File: src/verilog/lcdw_consts.vh
// Constants for the segment LCD waveform driver.
`ifndef LCDW_CONSTS_VH
`define LCDW_CONSTS_VH

// Register offsets; segment RAM sits at 0x0 to 0x3.
`define LCDW_RAM_LAST 4'h3
`define LCDW_OFS_CTRL 4'h4
`define LCDW_OFS_CMD 4'h5
`define LCDW_OFS_BLINK 4'h6
`define LCDW_OFS_FPEN 4'h7
`define LCDW_OFS_STAT 4'h8

// Control register fields.
`define LCDW_CTRL_EN 0
`define LCDW_CTRL_DUTY 2:1
`define LCDW_CTRL_LPW 3
`define LCDW_CTRL_PRE 6:4
`define LCDW_CTRL_RST 8'h06

// Command register fields.
`define LCDW_CMD_BANK 0
`define LCDW_CMD_CLR 1
`define LCDW_CMD_BLANK 2
`define LCDW_CMD_RST 8'h00

// Blink control fields.
`define LCDW_BLK_ON 0
`define LCDW_BLK_MODE 1
`define LCDW_BLK_RATE 4:2
`define LCDW_BLK_RST 8'h00
`define LCDW_FPEN_RST 8'h00

// Duty codes.
`define LCDW_DUTY_HALF 2'h1
`define LCDW_DUTY_THIRD 2'h2

// Timing: half of the smallest base-clock divider of 16.
`define LCDW_HALF_DIV 11'h008
`define LCDW_BLINK_BASE 5

// Bias level codes: V0 to V3 in thirds of the LCD supply.
`define LCDW_LV0 2'h0
`define LCDW_LV1 2'h1
`define LCDW_LV2 2'h2
`define LCDW_LV3 2'h3

`endif

File: src/verilog/lcdw_driver.v
// Segment LCD waveform driver with segment RAM and register port.
`timescale 1ns/1ps
`include "lcdw_consts.vh"

module lcdw_driver
(
    input wire ref_clk,
    input wire rst,
    input wire lcd_clk_in,
    input wire [3:0] bus_addr,
    input wire [7:0] bus_wdata,
    input wire bus_wr,
    input wire bus_rd,
    output reg [7:0] bus_rdata,
    output reg [15:0] fp_level_q,
    output reg [7:0] fp_oe_q,
    output reg [7:0] bp_level_q,
    output reg [3:0] bp_oe_q
);

    // One-hot backplane phase states.
    localparam [3:0] ST_BP0 = 4'h1;
    localparam [3:0] ST_BP1 = 4'h2;
    localparam [3:0] ST_BP2 = 4'h4;
    localparam [3:0] ST_BP3 = 4'h8;

    reg [7:0] ctrl_q;
    reg [7:0] cmd_q;
    reg [7:0] blink_q;
    reg [7:0] fpen_q;
    reg [7:0] mem_on [0:3];
    reg [7:0] mem_blk [0:3];
    reg lclk_prev_q;
    reg [10:0] div_cnt_q;
    reg half_q;
    reg [3:0] st_q;
    reg [3:0] st_d;
    reg frame_q;
    reg [11:0] blink_cnt_q;
    reg blink_act_q;
    reg [1:0] cur_bp;
    reg [7:0] rd_d;
    reg [7:0] bp_level_d;
    reg [3:0] bp_oe_d;

    wire enable;
    wire [1:0] duty;
    wire waveform_shape_sel;
    wire [2:0] presc;
    wire bank_sel;
    wire blank;
    wire blink_on;
    wire blink_mode;
    wire [2:0] rate;
    wire ram_hit;
    wire clr_cmd;
    wire clr_bank;
    wire lclk_rise;
    wire [10:0] half_lim;
    wire half_end;
    wire base_end;
    wire last_phase;
    wire frame_end;
    wire blink_off;
    wire pol;
    wire [31:0] on_flat;
    wire [31:0] blk_flat;
    wire [15:0] fp_level_d;

    assign enable = ctrl_q[`LCDW_CTRL_EN];
    assign duty = ctrl_q[`LCDW_CTRL_DUTY];
    assign waveform_shape_sel = ctrl_q[`LCDW_CTRL_LPW];
    assign presc = ctrl_q[`LCDW_CTRL_PRE];
    assign bank_sel = cmd_q[`LCDW_CMD_BANK];
    assign blank = cmd_q[`LCDW_CMD_BLANK];
    assign blink_on = blink_q[`LCDW_BLK_ON];
    assign blink_mode = blink_q[`LCDW_BLK_MODE];
    assign rate = blink_q[`LCDW_BLK_RATE];

    // The clear takes the bank bit written alongside it.
    // Using the new bank bit lets software select and clear a bank in one write.
    assign ram_hit = bus_addr <= `LCDW_RAM_LAST;
    assign clr_cmd = bus_wr & (bus_addr == `LCDW_OFS_CMD)
                     & bus_wdata[`LCDW_CMD_CLR];
    assign clr_bank = bus_wdata[`LCDW_CMD_BANK];

    // Control registers; of the control writes only a command clear reaches the segment RAM.
    // Reserved bits are masked on the way in, so they always read back as zero.
    always @(posedge ref_clk or posedge rst)
    begin
        if (rst)
        begin
            ctrl_q <= `LCDW_CTRL_RST;
            cmd_q <= `LCDW_CMD_RST;
            blink_q <= `LCDW_BLK_RST;
            fpen_q <= `LCDW_FPEN_RST;
        end
        else if (bus_wr)
        begin
            case (bus_addr)
                `LCDW_OFS_CTRL: ctrl_q <= bus_wdata & 8'h7f;
                `LCDW_OFS_CMD:
                begin
                    // The clear bit is a strobe and is not held.
                    cmd_q <= bus_wdata & 8'h05;
                end
                `LCDW_OFS_BLINK: blink_q <= bus_wdata & 8'h1f;
                `LCDW_OFS_FPEN: fpen_q <= bus_wdata;
                default: ctrl_q <= ctrl_q;
            endcase
        end
    end

    // Segment RAM has no reset, so its contents start undefined.
    // A clear and a plain RAM write cannot meet, since each needs its own bus_wr cycle.
    // Leaving out the reset keeps the storage a plain array that maps onto RAM cells.
    integer i;
    always @(posedge ref_clk)
    begin
        if (clr_cmd)
        begin
            for (i = 0; i < 4; i = i + 1)
            begin
                if (clr_bank)
                    mem_blk[i] <= 8'h00;
                else
                    mem_on[i] <= 8'h00;
            end
        end
        else if (bus_wr & ram_hit)
        begin
            // Writes work with the module disabled too.
            if (bank_sel)
                mem_blk[bus_addr[1:0]] <= bus_wdata;
            else
                mem_on[bus_addr[1:0]] <= bus_wdata;
        end
    end

    // Read mux; unmapped offsets answer zero.
    // The status word shows phase, half, frame parity and blink state for software.
    always @*
    begin
        rd_d = 8'h00;
        if (ram_hit)
            rd_d = bank_sel ? mem_blk[bus_addr[1:0]] : mem_on[bus_addr[1:0]];
        else if (bus_addr == `LCDW_OFS_CTRL)
            rd_d = ctrl_q;
        else if (bus_addr == `LCDW_OFS_CMD)
            rd_d = cmd_q;
        else if (bus_addr == `LCDW_OFS_BLINK)
            rd_d = blink_q;
        else if (bus_addr == `LCDW_OFS_FPEN)
            rd_d = fpen_q;
        else if (bus_addr == `LCDW_OFS_STAT)
            rd_d = {2'h0, blink_act_q, blink_off, frame_q, half_q, cur_bp};
    end

    // Read data stand for one cycle after the strobe, else zero.
    always @(posedge ref_clk or posedge rst)
    begin
        if (rst)
            bus_rdata <= 8'h00;
        else if (bus_rd)
            bus_rdata <= rd_d;
        else
            bus_rdata <= 8'h00;
    end

    // The LCD clock is slow and synchronous, so an edge is a sample pair.
    // Limitation: the LCD clock must stay well below half the bus clock, or rises are lost.
    always @(posedge ref_clk or posedge rst)
    begin
        if (rst)
            lclk_prev_q <= 1'b0;
        else
            lclk_prev_q <= lcd_clk_in;
    end

    assign lclk_rise = lcd_clk_in & ~lclk_prev_q;

    // Each half of a base period is 8 times 2^prescale input clocks.
    assign half_lim = (`LCDW_HALF_DIV << presc) - 11'h001;
    // Comparing with >= means a smaller prescale written while running cannot strand the
    // counter above its new limit for a full 11-bit wrap.
    assign half_end = lclk_rise & (div_cnt_q >= half_lim);
    assign base_end = half_end & half_q;

    // Base-clock divider; held while the module is disabled.
    // Holding it cleared means the first half period after enable is always whole.
    always @(posedge ref_clk or posedge rst)
    begin
        if (rst)
        begin
            div_cnt_q <= 11'h000;
            half_q <= 1'b0;
        end
        else if (!enable)
        begin
            div_cnt_q <= 11'h000;
            half_q <= 1'b0;
        end
        else if (half_end)
        begin
            div_cnt_q <= 11'h000;
            half_q <= ~half_q;
        end
        else if (lclk_rise)
            div_cnt_q <= div_cnt_q + 11'h001;
    end

    // Last active phase depends on the duty; 00 acts like 1/4.
    assign last_phase = (duty == `LCDW_DUTY_HALF) ? st_q[1] :
                        (duty == `LCDW_DUTY_THIRD) ? st_q[2] : st_q[3];
    assign frame_end = base_end & last_phase;

    // Phase sequencer: one backplane per base period.
    // Duty 00 has no meaning of its own and falls back to the quarter sequence.
    always @*
    begin
        case (st_q)
            ST_BP0: st_d = ST_BP1;
            ST_BP1: st_d = (duty == `LCDW_DUTY_HALF) ? ST_BP0 : ST_BP2;
            ST_BP2: st_d = (duty == `LCDW_DUTY_THIRD) ? ST_BP0 : ST_BP3;
            ST_BP3: st_d = ST_BP0;
            default: st_d = ST_BP0;
        endcase
    end

    // Duty changes may leave the state past the last phase; it then runs on through ST_BP3 back to ST_BP0.
    // Disabling parks the sequence at the first backplane, so each enable starts a clean frame.
    always @(posedge ref_clk or posedge rst)
    begin
        if (rst)
            st_q <= ST_BP0;
        else if (!enable)
            st_q <= ST_BP0;
        else if (frame_end)
            st_q <= ST_BP0;
        else if (base_end)
            st_q <= st_d;
    end

    // Index of the backplane now active.
    // It selects one bit per frontplane out of the flattened segment RAM.
    always @*
    begin
        case (st_q)
            ST_BP1: cur_bp = 2'h1;
            ST_BP2: cur_bp = 2'h2;
            ST_BP3: cur_bp = 2'h3;
            default: cur_bp = 2'h0;
        endcase
    end

    // Frame parity drives the low-power polarity swap.
    // Swapping once per frame keeps every cell free of DC over each pair of frames.
    always @(posedge ref_clk or posedge rst)
    begin
        if (rst)
            frame_q <= 1'b0;
        else if (!enable)
            frame_q <= 1'b0;
        else if (frame_end)
            frame_q <= ~frame_q;
    end

    // Blink counter in base periods; 4096 wraps evenly for every rate.
    // Twelve bits are enough for the longest period, so no extra compare logic is needed.
    always @(posedge ref_clk or posedge rst)
    begin
        if (rst)
            blink_cnt_q <= 12'h000;
        else if (!enable)
            blink_cnt_q <= 12'h000;
        else if (base_end)
            blink_cnt_q <= blink_cnt_q + 12'h001;
    end

    // Top bit of a 2^(5+rate) period marks its off half.
    assign blink_off = blink_cnt_q[`LCDW_BLINK_BASE - 1 + rate];

    // Blink on/off is sampled at a frame boundary and followed freely while disabled, so a frame
    // never straddles a change of the blink enable.
    always @(posedge ref_clk or posedge rst)
    begin
        if (rst)
            blink_act_q <= 1'b0;
        else if (!enable)
            blink_act_q <= blink_on;
        else if (frame_end)
            blink_act_q <= blink_on;
    end

    // Normal shape flips within each phase; low-power flips per frame.
    // The low-power shape switches less often and so charges the glass less.
    assign pol = waveform_shape_sel ? frame_q : half_q;

    assign on_flat = {mem_on[3], mem_on[2], mem_on[1], mem_on[0]};
    assign blk_flat = {mem_blk[3], mem_blk[2], mem_blk[1], mem_blk[0]};

    // Frontplane n owns bits 4n to 4n+3, one per backplane.
    // Blank and blink only change what is shown, never the stored bits.
    genvar n;
    generate
        for (n = 0; n < 8; n = n + 1)
        begin : g_fp
            wire on_b;
            wire blk_b;
            wire lit;
            assign on_b = on_flat[n * 4 + cur_bp];
            assign blk_b = blk_flat[n * 4 + cur_bp];
            // Blank overrides everything but timing.
            assign lit = on_b & ~blank
                         & ~(blink_act_q & blink_off & (blink_mode | blk_b));
            // On sits opposite the active backplane, off at 1/3 from it.
            assign fp_level_d[2 * n + 1:2 * n] = lit ?
                (pol ? `LCDW_LV3 : `LCDW_LV0) :
                (pol ? `LCDW_LV1 : `LCDW_LV2);
        end
    endgenerate

    // Backplane levels: active at the rail, idle at the inner levels.
    // Unused backplanes still get levels and only lose their enable, which keeps the loop uniform.
    integer b;
    always @*
    begin
        bp_level_d = 8'h00;
        bp_oe_d = 4'h0;
        for (b = 0; b < 4; b = b + 1)
        begin
            if (st_q[b])
            begin
                bp_level_d[2 * b +: 2] = pol ? `LCDW_LV0 : `LCDW_LV3;
            end
            else
            begin
                bp_level_d[2 * b +: 2] = pol ? `LCDW_LV2 : `LCDW_LV1;
            end
        end
        // Unused backplanes are left undriven.
        if (duty == `LCDW_DUTY_HALF)
            bp_oe_d = 4'h3;
        else if (duty == `LCDW_DUTY_THIRD)
            bp_oe_d = 4'h7;
        else
            bp_oe_d = 4'hf;
    end

    // Output flops; everything is quiet while the module is disabled.
    // Every pin comes from a flop, so the glass never sees a decode glitch.
    always @(posedge ref_clk or posedge rst)
    begin
        if (rst)
        begin
            fp_level_q <= 16'h0000;
            fp_oe_q <= 8'h00;
            bp_level_q <= 8'h00;
            bp_oe_q <= 4'h0;
        end
        else if (!enable)
        begin
            fp_level_q <= 16'h0000;
            fp_oe_q <= 8'h00;
            bp_level_q <= 8'h00;
            bp_oe_q <= 4'h0;
        end
        else
        begin
            fp_level_q <= fp_level_d;
            fp_oe_q <= fpen_q;
            bp_level_q <= bp_level_d;
            bp_oe_q <= bp_oe_d;
        end
    end

endmodule

File: config.mk
export PLATFORM = sky130hd
export DESIGN_NAME = lcdw_driver
export DESIGN_NICKNAME = d
export VERILOG_FILES = /design/src/verilog/lcdw_driver.v
export VERILOG_INCLUDE_DIRS = /design/src /design/src/verilog
export SDC_FILE = /design/constraint.sdc
export NUM_CORES = 1
export LEC_CHECK = 0
export BUFFER_PORTS_ARGS = -buffer_cell sky130_fd_sc_hd__buf_4
export CORE_ASPECT_RATIO = 1.25
export CORE_MARGIN = 2
export CORE_UTILIZATION = 35
export DETAILED_ROUTE_END_ITERATION = 10
export GPL_ROUTABILITY_DRIVEN = 0
export PLACE_DENSITY_LB_ADDON = 0.08
export SYNTH_ARGS = -nofsm -noshare
export SYNTH_HDL_FRONTEND = slang
export SYNTH_SLANG_ARGS = --single-unit
File: constraint.sdc
create_clock -name ref_clk -period 2.9 [get_ports ref_clk]
set_clock_uncertainty 0.2 [all_clocks]
set_input_delay 0.145 -clock ref_clk [delete_from_list [all_inputs] [get_ports ref_clk]]
set_output_delay 0.145 -clock ref_clk [all_outputs]
set_load 0.05 [all_outputs]
**Yosys cells after proc, flatten, opt, wreduce, memory -nomap -nowiden**

Memories as Yosys holds them, arrays and structs flattened.
Cells that the tools add are included.
Widths: inputs -> output; s select.

- $mul: 0
- Magnitude comparators: 11
- Div/mod/pow operators: 0
- Multiplexer cells: 105
- Bitwise operators: 52
- Reduce and logical (&&, ||, !) cells: 6
- Equal/unequal tests: 16
- Shifts and indexed selects: 1
- Add/subtract/negate cells: 11

Operators by type and width:

| operator | number |
|---|---|
| $mux 8 | 11 |
| $bmux 1 s5 | 14 |
| $mux 1 | 42 |
| $mux 2 | 18 |
| $mux 11 | 3 |
| $and 1x1->1 | 32 |
| $mux 4 | 7 |
| $add 5x2->6 const A | 4 |
| $lt 6x6->1 const B | 4 |
| $mux 12 | 2 |
| $eq 4x3->1 const B | 5 |
| $mux 16 | 1 |
| $reduce_or 8->1 | 2 |
| $add 12x1->12 const B | 1 |
| $lt 5x6->1 const B | 2 |
| $not 1->1 | 12 |
| $pmux 4 s3 | 1 |
| $add 11x1->11 const B | 1 |
| $ge 11x11->1 | 1 |
| $shl 4x3->11 const A | 1 |
| $sub 11x1->11 const B | 1 |
| $add 4x2->5 const A | 2 |
| $eq 4x4->1 const B | 2 |
| $or 1x1->1 | 8 |
| 18 further kinds | 25 |

- Memories kept: 2
- Latch bits: 0
- Memory bits (read-only): 0
- Output and inout bits: 44
- Bits in writable memories: 64
- Logic and storage cells: 220
- Input bits: 17
- Register bits: 97

Memories:

| memory | depth | bits a word | rd ports | clocked after memory_dff | write ports | RTL line | source |
|---|---|---|---|---|---|---|---|
| mem_blk | 4 | 8 | 5 | 0 | 4 | lcdw_driver.v:32 | `reg [7:0] mem_blk [0:3];` |
| mem_on | 4 | 8 | 5 | 0 | 4 | lcdw_driver.v:31 | `reg [7:0] mem_on [0:3];` |

**Longest topological paths before layout**

- Word-level depth: 11
- Mapped depth: 10

**Least setup slack after synthesis**

Ideal clock, no wire load.

- Path kind: flip-flop to flip-flop
- Start point: reg ctrl_q[6]
- End point: reg blink_cnt_q[11]
- Cell stages (with the launch flop): 11
- Buffers on the path: 2
- Arrival: 2,245 ps
- Period minus slack after synthesis: 2,563 ps
- Library setup time: 119 ps
- Data required time: 2,581 ps
- Slack: 337 ps
- Path through: dfrtp_1 clkbuf_1 nor2_1 ha_1 a211oi_1 nor2_1 o311a_1 nor2_1 buf_2 nor4_1 o21a_1

- Longest elaborated chain between the ends: 6

Ends and longest elaborated chain:

| item | RTL line | source |
|---|---|---|
| from (decl) | lcdw_driver.v:27 | `reg [7:0] ctrl_q;` |
| from (signal assigned) | lcdw_driver.v:93 | `` ctrl_q <= `LCDW_CTRL_RST; `` |
| from (signal assigned) | lcdw_driver.v:101 | `` `LCDW_OFS_CTRL: ctrl_q <= bus_wdata & 8'h7f; `` |
| from (signal assigned) | lcdw_driver.v:109 | `default: ctrl_q <= ctrl_q;` |
| $shl 4x3->11 (no line) | -- |  |
| $sub 11x1->11 | lcdw_driver.v:183 | `` assign half_lim = (`LCDW_HALF_DIV << presc) - 11'h001; `` |
| $ge 11x11->1 | lcdw_driver.v:186 | `assign half_end = lclk_rise & (div_cnt_q >= half_lim);` |
| $and 1x1->1 | lcdw_driver.v:186 |  |
| $and 1x1->1 | lcdw_driver.v:187 | `assign base_end = half_end & half_q;` |
| $ne 2x1->1 (no line) | -- |  |
| to (signal assigned) | lcdw_driver.v:277 | `blink_cnt_q <= blink_cnt_q + 12'h001;` |
| to (decl) | lcdw_driver.v:39 | `reg [11:0] blink_cnt_q;` |

Every way passes these cells.
A chain may end at the register's enable or synchronous reset.

**Worst setup path in the final report**

- Start point: reg ctrl_q[5]
- End point: reg blink_cnt_q[6]

Same word-level chain as after synthesis.

==> results.sh <==
export IMPL_status="finished, final reports clean"
export IMPL_syn_inst=695
export IMPL_avgSynthCellArea_um2=11.3
export IMPL_synth_top_cell_area_share=0.264
export IMPL_power_frac_clock=0.386
export IMPL_antenna_found_initial=0
export IMPL_min_period_ns=2.66
export IMPL_num_nets_final=795
export IMPL_htreeDepth=4
export IMPL_yosys_register_bits=150
export IMPL_detail_route_iter0_violations=352
export IMPL_peakVddDrop_v=0.000397
export IMPL_cts_buffers=17
export IMPL_vias=5803
export IMPL_r2r_start="ctrl_q[5]"
export IMPL_routed_via_density=5.46
export IMPL_yosysMostFrequentCell="dfrtp_1"
export IMPL_syn2layout_area_growth_pct=19.4
export IMPL_post_place_ws_ns=0.250
export IMPL_crit_family="simple AND/OR/NAND/NOR gates"
export IMPL_crit_buf_inv=1
export IMPL_synth_xor_area_frac=0.0121
export IMPL_dp_cells=1016
export IMPL_die_h_um=171
export IMPL_synth_edff_count=64
export IMPL_synth_simple_area_share=0.166
export IMPL_grt_overflow=0
export IMPL_power_switching_w=0.00177
export IMPL_grt_pass1_vias=5945
export IMPL_hold_viol=0
export IMPL_portBuffers=60
export IMPL_setup_slack_ns=0.244
export IMPL_clock_sinks=150
export IMPL_total_power_w=0.00593
export IMPL_yosys_warnings=0
export IMPL_hp_class="primary input to flip-flop"
export IMPL_synth_mux_area_frac=0.117
export IMPL_io_pins=61
export IMPL_synth_common_cells="83 x dfrtp_1, 64 x edfxtp_1, 54 x and2_1"
export IMPL_clock_latency_ns=0.43
export IMPL_pwr_share_seq=0.429
export IMPL_hpwl_um=16300
export IMPL_die_w_um=138
export IMPL_clockBufferDepth=2
export IMPL_postRouteAntennaNets=0
export IMPL_num_antenna_cells=0
export IMPL_cp_slowest_cell="or4_1"
export IMPL_yosys_cell_types_count=66
export IMPL_grt_pass1_wl_um=34200
export IMPL_rsz0062_at_grt="false"
export IMPL_crit_path_start="ctrl_q[5]"
export IMPL_p_leak_nw=3.99
export IMPL_finalMaxSlewViolations=0
export IMPL_syn_nets=724
export IMPL_finalSetupViolations=0
export IMPL_synthFlopType="dfrtp_1"
export IMPL_rows=61
export IMPL_fmax_mhz=377
export IMPL_core_area_mm2=0.0221
export IMPL_synth_top_area_cell="dfrtp_1"
export IMPL_worstPathCellList="a21oi_1, ha_1, nand3_1, nor3_1, o311a_1, nor2_1, buf_4, or4_1, a21oi_1"
export IMPL_intPower_w=0.00416
export IMPL_fin_tns_setup_ns=0
export IMPL_max_stage_delay_ns=0.51
export IMPL_final_cells=1062
export IMPL_period_share=0.916
export IMPL_cp_required_ns=3.05
export IMPL_path_clk_slew_ns=0.06
export IMPL_yosys_top_cells_area="dfrtp_1 26%, edfxtp_1 24%, mux4_2 4.9%"
export IMPL_p_per_area_mw_per_mm2=633
export IMPL_syn_area_mm2=0.00785
export IMPL_first_pass_iters=5
export IMPL_crit_top_cell="a21oi_1"
export IMPL_sw_frac_of_total=0.298
export IMPL_cts_tree="yes"
export IMPL_synth_compound_area_frac=0.121
export IMPL_initial_core_util=0.355
export IMPL_wirelength_um=22300
export IMPL_crit_arrival_ns=2.80
export IMPL_clockRootBuffer="clkbuf_16"
export IMPL_relSlewSlack=0.321
export IMPL_synth_top_family_by_area="simple AND/OR/NAND/NOR gates"
export IMPL_grt_total_usage=0.199
export IMPL_drv_cap=0
export IMPL_dieArea_mm2=0.0237
export IMPL_worstMarginPinSlew_ns=1.02
export IMPL_synth_fa_ha_area_frac=0.0191
export IMPL_drive_above_1_share=0.239
export IMPL_hold_path_startpoint="bus_wr"
export IMPL_yosysSeqAreaShare=0.519
export IMPL_drc=0
export IMPL_crit_type="flip-flop to flip-flop"
export IMPL_wire_per_inst_um=21.0
export IMPL_grt_max_degree=60
export IMPL_synthArstFlopShare=0.573
export IMPL_start_kind="flip-flop"
export IMPL_endpoint_kind="flip-flop"
export IMPL_path_max_fanout=19
export IMPL_combPwrFrac=0.184
==> layout by cell type (no fill, tap or decap), drive strengths merged, types with 15 or more instances in the layout <==
cell	count
or3	15
and3	24
o21ai	38
dfrtp	83
a21oi	27
a211oi	20
buf	96
mux2	28
and2	54
mux2i	19
nand2	42
edfxtp	64
nor2	49
clkbuf	19
mux4	18
==> metrics by stage <==
step                      hold WS (ns)   util  area [um^2]
after detailed placement        0.0712  0.390         8630
final                            0.156  0.424         9370
after floorplan                -0.0236      -         7850
after global placement          0.0619  0.390         8630
after global routing             0.169  0.424         9370
after CTS                        0.137  0.424         9370
==> worst min-delay path, cell delays in order <==
cell	delay (ns)
buf_4	0.13
nand2_1	0.14
nor2_1	0.11
mux2_2	0.23
==> final timing paths <==
| kind | end | slack [ns] | cells after the start |
|---|---|---|---|
| setup / recovery | blink_cnt_q[6] | 0.24 | 9 |
| hold / removal | fpen_q[2] | 0.16 | 4 |
| setup reg to reg | blink_cnt_q[6] | 0.24 | 9 |
| hold reg to reg | div_cnt_q[10] | 0.31 | 1 |
| max in group asynchronous | fpen_q[4] | 1.43 | 4 |
| min in group asynchronous | bp_oe_q[1] | 0.29 | 3 |
==> power by group through the flow <==
stage / Clock, W / Sequential [W] / Combinational (W)
finish: 0.00229 / 0.00255 / 0.00109
CTS: 0.00234 / 0.00255 / 0.00110
global placement: 0 / 0.00258 / 0.00108
floorplan: 0 / 0.00276 / 0.000529
detailed placement: 0 / 0.00259 / 0.00108
global route: 0.00243 / 0.00257 / 0.00117
==> what timing repair did <==
item / CTS / global route
endpoints found under the hold margin: 143 / 0
hold buffers: 14 / 0
gates resized for setup: 0 / 0
buffers inserted: 0 / 0
==> sequential cells by signal (all words and copies together) (netlist names), 2 cells and up <==
register     count
blink_cnt_q     12
blink_q          5
bp_level_q       5
bp_oe_q          3
bus_rdata        8
cmd_q            2
ctrl_q           7
div_cnt_q       11
fp_level_q       9
fp_oe_q          8
fpen_q           8
mem_blk         32
mem_on          32
st_q             4
==> cell families (layout without fill, tap and decap cells) <==
| kind of cell | after synthesis | after routing |
|---|---|---|
| mux | 65 | 65 |
| simple gates | 244 | 244 |
| fa+ha+maj | 12 | 12 |
| compound gates | 142 | 142 |
| buf+inv | 71 | 155 |
| flops | 150 | 150 |
| xor+xnor | 10 | 10 |
| other cells | 1 | 1 |
==> routing by layer <==
layer / wire, um / share of wire / GRT usage
met5: 0 / 0 / 0
met4: 657 / 0.029 / 0.0816
met3: 816 / 0.037 / 0.0345
met2: 11800 / 0.53 / 0.354
met1: 9020 / 0.40 / 0.235
==> area by class of cell <==
class | count | area (um^2)
repair buffers | 110 | 861
clock buffers | 19 | 454
flip-flops and latches | 150 | 4080
fillers | 2151 | 12800
inverters | 13 | 50.0
clock inverters | 13 | 153
multi-input cells | 474 | 3420
well taps | 283 | 354
Power figures use the tool's default switching activity.
